## src/core/swm_pkg.sv

```systemverilog
// constants for the single-wire bus master
package swm_pkg;
    localparam int unsigned CLK_MHZ            = 250;
    localparam int unsigned RESET_LOW_TIME_US  = 480;
    localparam int unsigned RESET_HIGH_TIME_US = 480;
    localparam int unsigned PRESENCE_SAMPLE_US = 70;
    localparam int unsigned SLOT_TIME_US       = 70;
    localparam int unsigned WRITE_ONE_LOW_US   = 6;
    localparam int unsigned READ_SAMPLE_US     = 12;
    localparam int unsigned RECOVERY_US        = 5;
    localparam int unsigned PROG_PULSE_US      = 480;
    localparam int unsigned RESET_LOW_CYC      = RESET_LOW_TIME_US * CLK_MHZ;
    localparam int unsigned RESET_HIGH_CYC     = RESET_HIGH_TIME_US * CLK_MHZ;
    localparam int unsigned PRESENCE_SAMPLE_CYC = PRESENCE_SAMPLE_US * CLK_MHZ;
    localparam int unsigned SLOT_CYC           = SLOT_TIME_US * CLK_MHZ;
    localparam int unsigned WRITE_ONE_LOW_CYC  = WRITE_ONE_LOW_US * CLK_MHZ;
    localparam int unsigned READ_SAMPLE_CYC    = READ_SAMPLE_US * CLK_MHZ;
    localparam int unsigned RECOVERY_CYC       = RECOVERY_US * CLK_MHZ;
    localparam int unsigned PROG_PULSE_CYC     = PROG_PULSE_US * CLK_MHZ;
    localparam int unsigned CNT_W              = 20;
    localparam int unsigned FIFO_DEPTH         = 8;
    localparam int unsigned FIFO_WIDTH         = 8;
    localparam logic [7:0]  CRC_POLY_REFL      = 8'h8C;
    localparam logic [7:0]  CRC_RESET          = 8'h00;
    localparam logic [7:0]  CMD_READ_ID        = 8'h33;
    localparam logic [7:0]  CMD_SELECT_ID      = 8'h55;
    localparam logic [7:0]  CMD_BROADCAST      = 8'hCC;
    localparam logic [7:0]  CMD_ENUMERATE      = 8'hF0;
    // host operations
    typedef enum logic [2:0]
    {
        SWM_OP_RESET   = 3'd0,
        SWM_OP_WRITE   = 3'd1,
        SWM_OP_READ    = 3'd2,
        SWM_OP_TRIPLET = 3'd3,
        SWM_OP_PROGRAM = 3'd4
    } swm_op_e;
endpackage

```

## src/core/swm_fifo.sv

```systemverilog
// small synchronous fifo with valid/ready on both sides
`timescale 1ns/1ps
module swm_fifo #(
    parameter int unsigned WIDTH = 8,
    parameter int unsigned DEPTH = 8
)
(
    input  wire logic             clk_i,
    input  wire logic             sys_rst_i,
    input  wire logic [WIDTH-1:0] in_data_i,
    input  wire logic             in_valid_i,
    output logic                  in_ready_o,
    output logic [WIDTH-1:0]      out_data_o,
    output logic                  out_valid_o,
    input  wire logic             out_ready_i
);
    localparam int unsigned AW = $clog2(DEPTH);
    logic [WIDTH-1:0] mem_reg [DEPTH];
    logic [AW-1:0]    wr_ptr_reg;
    logic [AW-1:0]    rd_ptr_reg;
    logic [AW:0]      count_reg;
    logic             push;
    logic             pop;

    assign push        = in_valid_i && in_ready_o;
    assign pop         = out_valid_o && out_ready_i;
    assign in_ready_o  = (count_reg != (AW+1)'(DEPTH));
    assign out_valid_o = (count_reg != '0);
    assign out_data_o  = mem_reg[rd_ptr_reg];

    always_ff @(posedge clk_i)
    begin
        if (push)
        begin
            mem_reg[wr_ptr_reg] <= in_data_i;
        end
    end

    always_ff @(posedge clk_i or posedge sys_rst_i)
    begin
        if (sys_rst_i)
        begin
            wr_ptr_reg <= '0;
            rd_ptr_reg <= '0;
            count_reg  <= '0;
        end
        else
        begin
            if (push)
            begin
                wr_ptr_reg <= (wr_ptr_reg == AW'(DEPTH - 1)) ? '0 : wr_ptr_reg + AW'(1);
            end
            if (pop)
            begin
                rd_ptr_reg <= (rd_ptr_reg == AW'(DEPTH - 1)) ? '0 : rd_ptr_reg + AW'(1);
            end
            count_reg <= count_reg + (AW+1)'(push) - (AW+1)'(pop);
        end
    end
endmodule

```

## src/core/swm_master.sv

```systemverilog
// single-wire bus master: reset, slots, triplets, program pulse, crc
`timescale 1ns/1ps
module swm_master
(
    input  wire logic       clk_i,
    input  wire logic       sys_rst_i,
    // command port
    input  wire logic [2:0] op_i,
    input  wire logic [7:0] op_data_i,
    input  wire logic       op_valid_i,
    output logic            op_ready_o,
    // result port through the fifo, then direct status outputs
    output logic [7:0]      rd_data_o,
    output logic            rd_valid_o,
    input  wire logic       rd_ready_i,
    output logic            presence_o,
    output logic [7:0]      crc_o,
    output logic            busy_o,
    output logic            prog_en_o,
    // open-drain line
    input  wire logic       line_i,
    output logic            line_o,
    output logic            line_oe_n_o
);
    // ------------------------------------------------------------
    // states
    // ------------------------------------------------------------
    typedef enum logic [2:0]
    {
        SWM_IDLE  = 3'b000,
        SWM_LOW   = 3'b001,
        SWM_HIGH  = 3'b011,
        SWM_REC   = 3'b010,
        SWM_PUSH  = 3'b110
    } swm_state_e;

    swm_state_e       state_reg;
    swm_pkg::swm_op_e op_reg;
    logic [19:0]      cnt_reg;
    logic [19:0]      low_len;
    logic [19:0]      samp_at;
    logic [19:0]      end_at;
    logic [7:0]       shift_reg;
    logic [3:0]       bits_reg;
    logic [1:0]       trip_reg;
    logic [1:0]       trip_rd_reg;
    logic             dir_reg;
    logic             sync1_reg;
    logic             sync2_reg;
    logic             line_drive_reg;
    logic             presence_reg;
    logic [7:0]       crc_reg;
    logic             busy_reg;
    logic             prog_reg;
    logic             op_ready_reg;
    logic             bit_out;
    logic             fifo_ready;
    logic             fifo_valid;
    logic [7:0]       fifo_data;
    logic             slot_done;

    // ------------------------------------------------------------
    // crc step, reflected form of x8+x5+x4+1
    // ------------------------------------------------------------
    function automatic logic [7:0] crc_step(input logic [7:0] c, input logic b);
        logic fb;
        fb = c[0] ^ b;
        crc_step = (c >> 1) ^ (fb ? swm_pkg::CRC_POLY_REFL : 8'h00);
    endfunction

    // ------------------------------------------------------------
    // line input synchroniser
    // ------------------------------------------------------------
    always_ff @(posedge clk_i or posedge sys_rst_i)
    begin
        if (sys_rst_i)
        begin
            sync1_reg <= 1'b1;
            sync2_reg <= 1'b1;
        end
        else
        begin
            sync1_reg <= line_i;
            sync2_reg <= sync1_reg;
        end
    end

    // ------------------------------------------------------------
    // slot timing per operation
    // ------------------------------------------------------------
    // triplet step 2 writes, steps 0/1 read; lsb of shift is next bit
    assign bit_out = (op_reg == swm_pkg::SWM_OP_TRIPLET) ? dir_reg : shift_reg[0];

    always_comb
    begin
        low_len = 20'(swm_pkg::WRITE_ONE_LOW_CYC);
        samp_at = 20'(swm_pkg::READ_SAMPLE_CYC);
        end_at  = 20'(swm_pkg::SLOT_CYC);
        unique case (op_reg)
            swm_pkg::SWM_OP_RESET:
            begin
                // counter runs on from the falling edge, so the high window follows the low one
                low_len = 20'(swm_pkg::RESET_LOW_CYC);
                samp_at = 20'(swm_pkg::RESET_LOW_CYC + swm_pkg::PRESENCE_SAMPLE_CYC);
                end_at  = 20'(swm_pkg::RESET_LOW_CYC + swm_pkg::RESET_HIGH_CYC);
            end
            swm_pkg::SWM_OP_PROGRAM:
            begin
                low_len = 20'd1;
                end_at  = 20'(swm_pkg::PROG_PULSE_CYC);
            end
            swm_pkg::SWM_OP_WRITE:
            begin
                low_len = bit_out ? 20'(swm_pkg::WRITE_ONE_LOW_CYC) : 20'(swm_pkg::SLOT_CYC);
            end
            swm_pkg::SWM_OP_TRIPLET:
            begin
                if (trip_reg == 2'd2 && !dir_reg)
                begin
                    low_len = 20'(swm_pkg::SLOT_CYC);
                end
            end
            default:
            begin
                low_len = 20'(swm_pkg::WRITE_ONE_LOW_CYC);
            end
        endcase
    end

    assign slot_done = (state_reg == SWM_REC) && (cnt_reg == 20'(swm_pkg::RECOVERY_CYC));

    // ------------------------------------------------------------
    // main sequencer
    // ------------------------------------------------------------
    always_ff @(posedge clk_i or posedge sys_rst_i)
    begin
        if (sys_rst_i)
        begin
            state_reg      <= SWM_IDLE;
            op_reg         <= swm_pkg::SWM_OP_RESET;
            cnt_reg        <= '0;
            shift_reg      <= '0;
            bits_reg       <= '0;
            trip_reg       <= '0;
            trip_rd_reg    <= '0;
            dir_reg        <= 1'b0;
            line_drive_reg <= 1'b0;
            presence_reg   <= 1'b0;
            busy_reg       <= 1'b0;
            prog_reg       <= 1'b0;
            op_ready_reg   <= 1'b1;
        end
        else
        begin
            unique case (state_reg)
                SWM_IDLE:
                begin
                    cnt_reg <= '0;
                    if (op_valid_i)
                    begin
                        op_reg    <= swm_pkg::swm_op_e'(op_i);
                        shift_reg <= op_data_i;
                        dir_reg   <= op_data_i[0];
                        bits_reg  <= (op_i == 3'(swm_pkg::SWM_OP_WRITE) || op_i == 3'(swm_pkg::SWM_OP_READ))
                                     ? 4'd8 : 4'd1;
                        trip_reg  <= '0;
                        busy_reg  <= 1'b1;
                        op_ready_reg <= 1'b0;
                        if (op_i == 3'(swm_pkg::SWM_OP_PROGRAM))
                        begin
                            prog_reg <= 1'b1;
                        end
                        else
                        begin
                            line_drive_reg <= 1'b1;
                        end
                        state_reg <= SWM_LOW;
                    end
                end
                SWM_LOW:
                begin
                    cnt_reg <= cnt_reg + 20'd1;
                    if (cnt_reg + 20'd1 >= low_len)
                    begin
                        line_drive_reg <= 1'b0;
                        state_reg      <= SWM_HIGH;
                    end
                end
                SWM_HIGH:
                begin
                    cnt_reg <= cnt_reg + 20'd1;
                    if (cnt_reg == samp_at)
                    begin
                        if (op_reg == swm_pkg::SWM_OP_RESET)
                        begin
                            presence_reg <= !sync2_reg;
                        end
                        else if (op_reg == swm_pkg::SWM_OP_READ)
                        begin
                            shift_reg <= {sync2_reg, shift_reg[7:1]};
                        end
                        else if (op_reg == swm_pkg::SWM_OP_TRIPLET && trip_reg != 2'd2)
                        begin
                            trip_rd_reg[trip_reg[0]] <= sync2_reg;
                        end
                    end
                    if (cnt_reg + 20'd1 >= end_at)
                    begin
                        prog_reg  <= 1'b0;
                        cnt_reg   <= '0;
                        state_reg <= SWM_REC;
                    end
                end
                SWM_REC:
                begin
                    cnt_reg <= cnt_reg + 20'd1;
                    if (slot_done)
                    begin
                        cnt_reg <= '0;
                        if (op_reg == swm_pkg::SWM_OP_WRITE)
                        begin
                            shift_reg <= {1'b0, shift_reg[7:1]};
                        end
                        if (op_reg == swm_pkg::SWM_OP_TRIPLET && trip_reg == 2'd1)
                        begin
                            // both read bits known: resolve the written direction
                            if (trip_rd_reg[0] != trip_rd_reg[1])
                            begin
                                dir_reg <= trip_rd_reg[0];
                            end
                        end
                        if (op_reg == swm_pkg::SWM_OP_TRIPLET && trip_reg != 2'd2)
                        begin
                            trip_reg       <= trip_reg + 2'd1;
                            line_drive_reg <= 1'b1;
                            state_reg      <= SWM_LOW;
                        end
                        else if (bits_reg > 4'd1)
                        begin
                            bits_reg       <= bits_reg - 4'd1;
                            line_drive_reg <= 1'b1;
                            state_reg      <= SWM_LOW;
                        end
                        else
                        begin
                            state_reg <= SWM_PUSH;
                        end
                    end
                end
                SWM_PUSH:
                begin
                    // stall here until the fifo accepts the result
                    if (fifo_ready)
                    begin
                        busy_reg  <= 1'b0;
                        op_ready_reg <= 1'b1;
                        state_reg <= SWM_IDLE;
                    end
                end
                default:
                begin
                    op_ready_reg <= 1'b1;
                    state_reg <= SWM_IDLE;
                end
            endcase
        end
    end

    // ------------------------------------------------------------
    // running check over bytes on the wire
    // ------------------------------------------------------------
    // master only computes; comparing and deciding is software's job
    always_ff @(posedge clk_i or posedge sys_rst_i)
    begin
        if (sys_rst_i)
        begin
            crc_reg <= swm_pkg::CRC_RESET;
        end
        else if (state_reg == SWM_IDLE && op_valid_i && op_i == 3'(swm_pkg::SWM_OP_RESET))
        begin
            crc_reg <= swm_pkg::CRC_RESET;
        end
        else if (slot_done && op_reg == swm_pkg::SWM_OP_WRITE)
        begin
            crc_reg <= crc_step(crc_reg, shift_reg[0]);
        end
        else if (state_reg == SWM_HIGH && cnt_reg == samp_at && op_reg == swm_pkg::SWM_OP_READ)
        begin
            crc_reg <= crc_step(crc_reg, sync2_reg);
        end
        else if (slot_done && op_reg == swm_pkg::SWM_OP_TRIPLET && trip_reg == 2'd2)
        begin
            crc_reg <= crc_step(crc_reg, dir_reg);
        end
    end

    assign fifo_data = (op_reg == swm_pkg::SWM_OP_TRIPLET) ? {5'd0, dir_reg, trip_rd_reg}
                     : (op_reg == swm_pkg::SWM_OP_RESET)   ? {7'd0, presence_reg}
                     : shift_reg;
    assign fifo_valid = (state_reg == SWM_PUSH);

    swm_fifo #(
        .WIDTH (swm_pkg::FIFO_WIDTH),
        .DEPTH (swm_pkg::FIFO_DEPTH)
    ) u_fifo (
        .clk_i       (clk_i),
        .sys_rst_i   (sys_rst_i),
        .in_data_i   (fifo_data),
        .in_valid_i  (fifo_valid),
        .in_ready_o  (fifo_ready),
        .out_data_o  (rd_data_o),
        .out_valid_o (rd_valid_o),
        .out_ready_i (rd_ready_i)
    );

    // ------------------------------------------------------------
    // registered outputs; line_o is tied low
    // ------------------------------------------------------------
    assign op_ready_o  = op_ready_reg;
    assign line_o      = 1'b0;
    assign line_oe_n_o = !line_drive_reg;
    assign presence_o  = presence_reg;
    assign crc_o       = crc_reg;
    assign busy_o      = busy_reg;
    assign prog_en_o   = prog_reg;
endmodule

```

## config.mk

```make
export PLATFORM = sky130hd
export DESIGN_NAME = swm_master
export DESIGN_NICKNAME = d
export VERILOG_FILES = /design/src/core/swm_pkg.sv /design/src/core/swm_fifo.sv /design/src/core/swm_master.sv
export SDC_FILE = /design/constraint.sdc
export NUM_CORES = 1
export LEC_CHECK = 0
export BUFFER_PORTS_ARGS = -buffer_cell sky130_fd_sc_hd__buf_2
export CORE_MARGIN = 2
export CORE_UTILIZATION = 50
export CTS_CLUSTER_SIZE = 10
export DETAILED_ROUTE_END_ITERATION = 10
export PLACE_DENSITY = 0.67
export SETUP_SLACK_MARGIN = 0.5
export SKIP_CTS_REPAIR_TIMING = 1
export SLEW_MARGIN = 40
export SYNTH_ARGS = -nofsm -noshare
export SYNTH_HDL_FRONTEND = slang
export SYNTH_HIERARCHICAL = 1
export SYNTH_SLANG_ARGS = --single-unit
```

## constraint.sdc

```tcl
create_clock -name clk_i -period 5 [get_ports clk_i]
set_input_delay 0.75 -clock clk_i [delete_from_list [all_inputs] [get_ports clk_i]]
set_output_delay 0.75 -clock clk_i [all_outputs]
set_load 0.02 [all_outputs]
```

Word level (Yosys, flattened, before mapping)
Memories as Yosys holds them, arrays and structs flattened.
Index checks and enable logic that the tools add are counted.
- $add $sub $neg: 7
- $lt $le $gt $ge: 5
- equality and inequality tests: 37
- multiplexer cells: 72
- bitwise operators: 9
- reduce and logical (&&, ||, !) cells: 42
- operators with widths (kind ; count):
    two-way mux 8 bit ; 15
    one-hot mux 20 bit (4 select lines) ; 1
    one-hot mux 17 bit (4 select lines) ; 1
    greater-or-equal comparator 20 bit ; 2
    two-way mux 20 bit ; 2
    one-hot mux 18 bit (2 select lines) ; 1
    two-way mux 15 bit ; 2
    two-way mux 3 bit ; 9
    one-hot mux 8 bit (3 select lines) ; 1
    XOR 7 x 8 -> 8 bit ; 3
    two-way mux 1 bit ; 21
    adder 20 x 1 -> 20 bit (second input constant) ; 1
    equality test 20 x 11 -> 1 bit (second input constant) ; 1
    equality test 20 bit ; 1
    two-way mux 4 bit ; 5
    inequality test 2 bit (second input constant) ; 10
    AND reduction 5 bit ; 4
    two-way mux 18 bit ; 1
    equality test 3 x 2 -> 1 bit (second input constant) ; 5
    equality test 3 bit (second input constant) ; 5
    one-hot mux 3 bit (5 select lines) ; 1
    logical AND 1 bit ; 14
    inequality test 2 x 1 -> 1 bit (second input constant) ; 7
    nonzero test 4 bit ; 3
    34 further kinds ; 56
- bits in registers: 68
- bits in writable memories: 64
- input port bits: 16
- output and inout bits: 23
- logic and storage cells: 192
- memories kept: 1
- memory list (memory ; words ; width ; rd ports ; clocked after Yosys merged registers in ; wr ports ; RTL line ; RTL):
    u_fifo.mem_reg ; 8 ; 8 ; 1 ; 0 ; 1 ; swm_fifo.sv:18 ; logic [WIDTH-1:0] mem_reg [DEPTH];

Depth between registers and ports, before layout
Gate-level depths: netlist (run 1).
- word-level depth: 8
- depth in mapped cells: 17
- gate-level depth less buffers: 13

Cells and area by module
The synthesis (run 1) kept the hierarchy.
- by module, submodules not included (module ; instances ; cells an instance ; area each (um^2) ; sequential area each (um^2)):
    swm_master ; 1 ; 502 ; 4191.5 ; 1455.1
    swm_fifo ; 1 ; 150 ; 3095.5 ; 2172.1

Worst setup path after synthesis (run 1)
Ideal clock, no wire load.
- path type: register -> register
- start: reg cnt_reg[0]
- end: reg cnt_reg[13]
- setup time: 0.121 ns
- arrival time: 3.417 ns
- data required time: 4.879 ns
- path slack: 1.462 ns
- stages on the path, launching flop included: 15
- buffers on the path: 3
- period minus slack after synthesis: 3.538 ns
- cell sequence: dfrtp_1 -> nand2_1 -> or4b_1 -> buf_2 -> o21a_1 -> or2_2 -> ha_1 -> nand3_1 -> a211o_1 -> or2_2 -> o22ai_1 -> o311ai_1 -> buf_4 -> buf_4 -> a22o_1
- longest elaborated chain between the ends: 4
- elaborated cells on any way between the ends: 7
- classes of those cells: add/sub: 1; order compare: 1; eq/ne: 1; mux: 3; reduce/logical: 1
- RTL lines (item ; RTL line ; RTL):
    start: declaration ; swm_master.sv:39 ; logic [19:0] cnt_reg;
    start signal: assignment ; swm_master.sv:182 ; cnt_reg <= cnt_reg + 20'd1;
    start signal: assignment ; swm_master.sv:191 ; cnt_reg <= cnt_reg + 20'd1;
    start signal: assignment ; swm_master.sv:216 ; cnt_reg <= cnt_reg + 20'd1;
    adder 20 x 1 -> 20 bit / equality test 20 x 11 -> 1 bit (equally long branches) ; - ;
    greater-or-equal comparator 20 bit / logical AND 1 bit (equally long branches) ; swm_master.sv:207, swm_master.sv:130 ;
    two-way mux 20 bit, on equally long branches ; swm_master.sv:207, swm_master.sv:217 ;
    one-hot mux 20 bit (4 select lines) (*) ; swm_master.sv:155 ; unique case (state_reg)
Mark *: on every way between the ends. The rest lies on a longest branch, timed or not.
A chain may end at the register's enable or synchronous reset.

Final worst setup path (run 1)
- start: reg cnt_reg[0]
- end: reg cnt_reg[19]
Same word-level chain as after synthesis.

==> results.py, run 1 <==
metrics = {
    "finish": {
        "syn_to_final_growth_pct": 12.7,
        "multi_input_comb_area_um2": 3380,
        "final_cell_area_um2": 8210,
        "layout_common_cells": "65 x nand2_1, 64 x dfrtp_1, 64 x edfxtp_1",
        "fin_nets": 741,
        "nFillCells": 1199,
        "antennaDiodeCount": 0,
        "final_util_pct": 57.1,
        "largest_reg_flops": 64,
        "layout-drive-gt1-share_pct": 18.0,
        "final_common_cell": "nand2_1",
        "regArea_um2": 3630,
    },
    "die": {
        "core_area_um2": 14400,
        "die-height_um": 125,
        "start_util_pct": 50.7,
        "io-pin-count": 39,
        "die_w_um": 125,
        "rows": 44,
        "dieArea_um2": 15600,
    },
    "critical_path": {
        "required_ps": 5290,
        "cp_max_fo": 20,
        "cp.arrival_ps": 4260,
        "criticalPathCategory": "register to register",
        "cp-start-kind": "register",
        "end_kind": "register",
    },
    "grt": {
        "grt_first_pass_wirelength_mm": 25.8,
        "grt_pass1_vias": 5168,
        "antenna_found_initial": 0,
        "grt_start_max_net_pins": 59,
        "grt_usage_pct": 20.9,
        "grt_overflow": 0,
    },
    "pwr": {
        "p_leak_nw": 3.40,
        "ir_worst_vdd_uv": 291,
        "finalPower_mw": 4.79,
        "p_per_area_nw_per_um2": 584,
    },
    "placement": {
        "gp_congestion": 0.861,
        "io_buffers": 37,
        "place_hpwl_mm": 10.9,
        "placed_cell_area_um2": 7600,
    },
    "synthesis": {
        "yosys.area.top_type": "edfxtp_1",
        "syn-num-nets": 711,
        "synth_edf_count": 64,
        "ys_types": 70,
        "avgSynthCellArea_um2": 11.2,
        "synth_top_area_share_pct": 26.4,
        "syn-cell-area_um2": 7290,
        "ys_warn_count": 6,
        "ys_top_cells_by_area": "edfxtp_1 26%, dfrtp_1 22%, ha_1 7.2%",
        "synth_seq_cells": 132,
        "synth_top_flop_cell": "dfrtp_1",
        "async_flop_share_pct": 51.5,
        "synth_seq_area_share_pct": 49.8,
        "syn-instance-count": 652,
    },
    "clock_tree": {
        "insertion_delay_ps": 430,
        "numCtsBuffers": 17,
        "cts_root_buf": "clkbuf_16",
        "clock_sinks": 132,
        "htreeDepth": 4,
        "cts_tree": "built",
        "clock_path_buffers": 2,
        "clk_pin_slew_worst_paths_ps": 60,
    },
    "sta": {
        "final.period_utilization_pct": 79.4,
        "worstMarginPinSlew_ps": 796,
        "rsz0062_at_grt": "false",
        "setup_viol": 0,
        "relSlewSlack_pct": 46.8,
        "timing.fmax_mhz": 252,
        "drv_slew": 0,
        "setup-tns-final_ps": 0,
        "fin_skew_ps": 8.19,
        "whs_ps": 317,
        "final_hold_viol_count": 0,
        "period_minus_slack_ps": 3970,
    },
    "hold_path": {
        "hp-class": "primary input to async pin",
    },
    "detailed_routing": {
        "ant_nets": 0,
        "via_count": 5105,
        "routedWlPerCell_um": 17.4,
        "drc": 0,
        "drt_iter0_markers": 371,
        "wl_mm": 15.3,
        "avgViaCountPerCell": 5.81,
        "drt_first_pass_iters": 4,
    },
    "run_status": {
        "status": "finished clean",
    },
    "job": {
        "drv_cap": 0,
    },
}
## synth_stat cells, types with 12 or more instances
cell / n
a21oi_1: 28
clkbuf_1: 12
dfrtp_1: 65
edfxtp_1: 64
ha_1: 42
inv_1: 37
nand2_1: 65
nand3_1: 28
nor2_1: 35
nor3_1: 17
o21ai_0: 31
o21ai_1: 13
xnor2_1: 15
## power breakdown
part           internal [mW]  total (mW)  leakage (nW)  switching, mW
sequential              1.46        1.78          1.41          0.312
clock                  0.735        1.22         0.275          0.486
combinational          0.771        1.80          1.71           1.03
## stage by stage
stage	cells	setup slack, ps
6_report	879	1030
5_1_grt	879	754
4_1_cts	878	1060
3_5_place_dp	846	1080
3_3_place_gp	846	1190
2_1_floorplan	652	1460
## path summary, 6_finish.rpt
check / cells past startpoint / endpoint / slack (ps) / from
setup / recovery: 13 / cnt_reg[19]$_DFFE_PP0P_ / 1030 / cnt_reg[0]$_DFFE_PP0P_
hold / removal: 2 / u_fifo/wr_ptr_reg[0]$_DFFE_PP0P_ / 320 / sys_rst_i
setup reg to reg: 13 / cnt_reg[19]$_DFFE_PP0P_ / 1030 / cnt_reg[0]$_DFFE_PP0P_
hold reg to reg: 0 / sync2_reg$_DFF_PP1_ / 360 / sync1_reg$_DFF_PP1_
max in group asynchronous: 4 / sync1_reg$_DFF_PP1_ / 4050 / sys_rst_i
min in group clk_i: 0 / sync2_reg$_DFF_PP1_ / 360 / sync1_reg$_DFF_PP1_
## cell type report
class | count | area share [%]
clock inverter | 15 | 1.90
multi-input combinational | 450 | 41.2
clock buffer | 17 | 5.18
timing repair buffer | 44 | 3.05
sequential | 132 | 44.2
inverter | 37 | 1.69
tap | 184 | 2.80
## per-layer routing
metal | part of all wire, % | wire length, um | up-vias | global-route usage [%]
met5 | 0 | 0 | - | 0
met4 | 2.6 | 403 | 0 | 8.72
met3 | 4.3 | 651 | 29 | 4.98
met2 | 48 | 7370 | 137 | 34.7
met1 | 45 | 6870 | 2483 | 26.3
li1 | - | - | 2456 | -
## worst max-delay path, cell delays in order (launching register included)
cell      delay [ps]
dfrtp_1          470
nand2_1          250
or4b_1           740
o21a_1           250
or2_2            300
ha_1             310
nand3_1           80
a211o_1          280
or2_2            300
o22ai_1          190
o311ai_2         130
buf_4            220
nand2b_1         180
o311ai_1         120
## cells by family after synthesis
family | after synthesis | synth area share (%)
mux | 44 | 10.0
xor+xnor | 22 | 2.64
fa+ha+maj | 43 | 7.49
buf+inv | 70 | 4.29
simple gates | 217 | 15.3
compound gates | 123 | 10.4
flops | 132 | 49.8
other cells | 1 | 0.0515
Note: power is estimated with default switching activity, not from simulation.
==> run 2, diff against run 1 <==
Clock period 5 ns to 4 ns, I/O delays scaled along.
==> results.py, run 2 (synthesis results as in run 1) <==
metrics = {
    "run_status": {
        "status": "finished clean",
    },
    "die": {
        "core_area_um2": 14400,
        "io-pin-count": 39,
        "die-height_um": 125,
        "start_util_pct": 50.7,
        "rows": 44,
        "dieArea_um2": 15600,
        "die_w_um": 125,
    },
    "finish": {
        "layout-drive-gt1-share_pct": 26.0,
        "fin_nets": 772,
        "final_util_pct": 60.2,
        "syn_to_final_growth_pct": 18.7,
        "largest_reg_flops": 64,
        "layout_common_cells": "64 x edfxtp_1, 61 x nand2_1, 54 x dfrtp_1",
        "final_common_cell": "edfxtp_1",
        "antennaDiodeCount": 0,
        "final_cell_area_um2": 8650,
    },
    "critical_path": {
        "cp_max_fo": 7,
        "end_kind": "register",
        "cp-start-kind": "register",
        "criticalPathCategory": "register to register",
        "required_ps": 4310,
        "cp.arrival_ps": 3850,
    },
    "pwr": {
        "p_per_area_nw_per_um2": 734,
        "p_leak_nw": 3.61,
        "ir_worst_vdd_uv": 470,
        "finalPower_mw": 6.35,
    },
    "sta": {
        "fin_skew_ps": 9.85,
        "relSlewSlack_pct": 50.6,
        "worstMarginPinSlew_ps": 738,
        "drv_slew": 0,
        "layout_setup_ws_ps": 458,
        "setup_viol": 0,
        "setup-tns-final_ps": 0,
        "period_minus_slack_ps": 3540,
        "rsz0062_at_grt": "true",
        "final_hold_viol_count": 0,
        "timing.fmax_mhz": 282,
        "final.period_utilization_pct": 88.5,
    },
    "clock_tree": {
        "insertion_delay_ps": 420,
        "clock_path_buffers": 2,
        "cts_tree": "built",
        "clk_pin_slew_worst_paths_ps": 60,
        "numCtsBuffers": 17,
        "clock_sinks": 132,
        "cts_root_buf": "clkbuf_16",
        "htreeDepth": 4,
    },
    "detailed_routing": {
        "routedWlPerCell_um": 18.2,
        "drt_iter0_markers": 580,
        "drc": 0,
        "ant_nets": 0,
        "drt_first_pass_iters": 5,
        "via_count": 5192,
        "avgViaCountPerCell": 5.71,
        "wl_mm": 16.5,
    },
    "placement": {
        "placed_cell_area_um2": 7660,
        "dpl_worst_slack_ps": 351,
        "io_buffers": 37,
        "gp_congestion": 0.904,
        "place_hpwl_mm": 11.4,
    },
    "grt": {
        "grt_overflow": 0,
        "grt_first_pass_wirelength_mm": 25.8,
        "antenna_found_initial": 0,
        "grt_usage_pct": 21.0,
        "grt_start_max_net_pins": 48,
        "grt_pass1_vias": 5104,
    },
    "job": {
        "drv_cap": 0,
    },
    "hold_path": {
        "hp-class": "primary input to async pin",
    },
}
[run 2: cell count changes in the layout (fill, tap and decap cells not counted), moves of 4 or more]
| cell | change |
|---|---|
| buf_4 | +28 |
| dfrtp_1 | -10 |
| dfrtp_2 | +10 |
| ha_1 | -4 |
| ha_4 | +4 |
| nand2_1 | -4 |
[run 2: through the flow]
step                      std cells  hold slack, ps
after floorplan                 652             345
after global placement          855             349
after detailed placement        855             348
after CTS                       887             166
after global routing            910             196
final                           910             164
[run 2: worst max-delay path: stages, from the launching register on]
cell,delay [ps]
dfrtp_1,440
nand4_1,180
or4b_4,590
buf_6,160
inv_4,60
nand2_4,60
xnor2_4,170
ha_4,270
nand3_2,90
a211o_1,320
or2_4,260
o22ai_2,120
o311ai_2,150
buf_4,180
buf_6,130
a21oi_2,140
o22ai_1,100
[run 2: area by class of cell]
class | count | area, um^2
Clock buffer | 19 | 433
Clock inverter | 13 | 156
Fill cell | 1158 | 5720
Inverter | 37 | 145
Multi-Input combinational cell | 450 | 3550
Sequential cell | 132 | 3640
Tap cell | 184 | 230
Timing Repair Buffer | 75 | 494
[run 2: power by group]
group | internal, mW | switching (mW)
Clock | 0.978 | 0.600
Combinational | 1.15 | 1.44
Sequential | 1.83 | 0.354
[run 2: path summary, 6_finish.rpt]
check,to,start,depth (start not counted),slack [ps]
max,cnt_reg[11]$_DFFE_PP0P_,cnt_reg[7]$_DFFE_PP0P_,16,460
min,u_fifo/count_reg[2]$_DFF_PP0_,sys_rst_i,2,160
max reg2reg,cnt_reg[11]$_DFFE_PP0P_,cnt_reg[7]$_DFFE_PP0P_,16,460
min reg2reg,sync2_reg$_DFF_PP1_,sync1_reg$_DFF_PP1_,0,360
max in group asynchronous,sync2_reg$_DFF_PP1_,sys_rst_i,3,2870
min in group clk_i,sync1_reg$_DFF_PP1_,line_i,1,280
[run 2: metal layers]
metal | wire, um | global-route usage (%) | up-vias | part of all wire [%]
met2 | 8320 | 34.7 | 132 | 50
met3 | 666 | 4.94 | 35 | 4.0
li1 | - | - | 2514 | -
met5 | 0 | 0 | - | 0
met4 | 346 | 7.53 | 0 | 2.1
met1 | 7210 | 27.0 | 2511 | 44
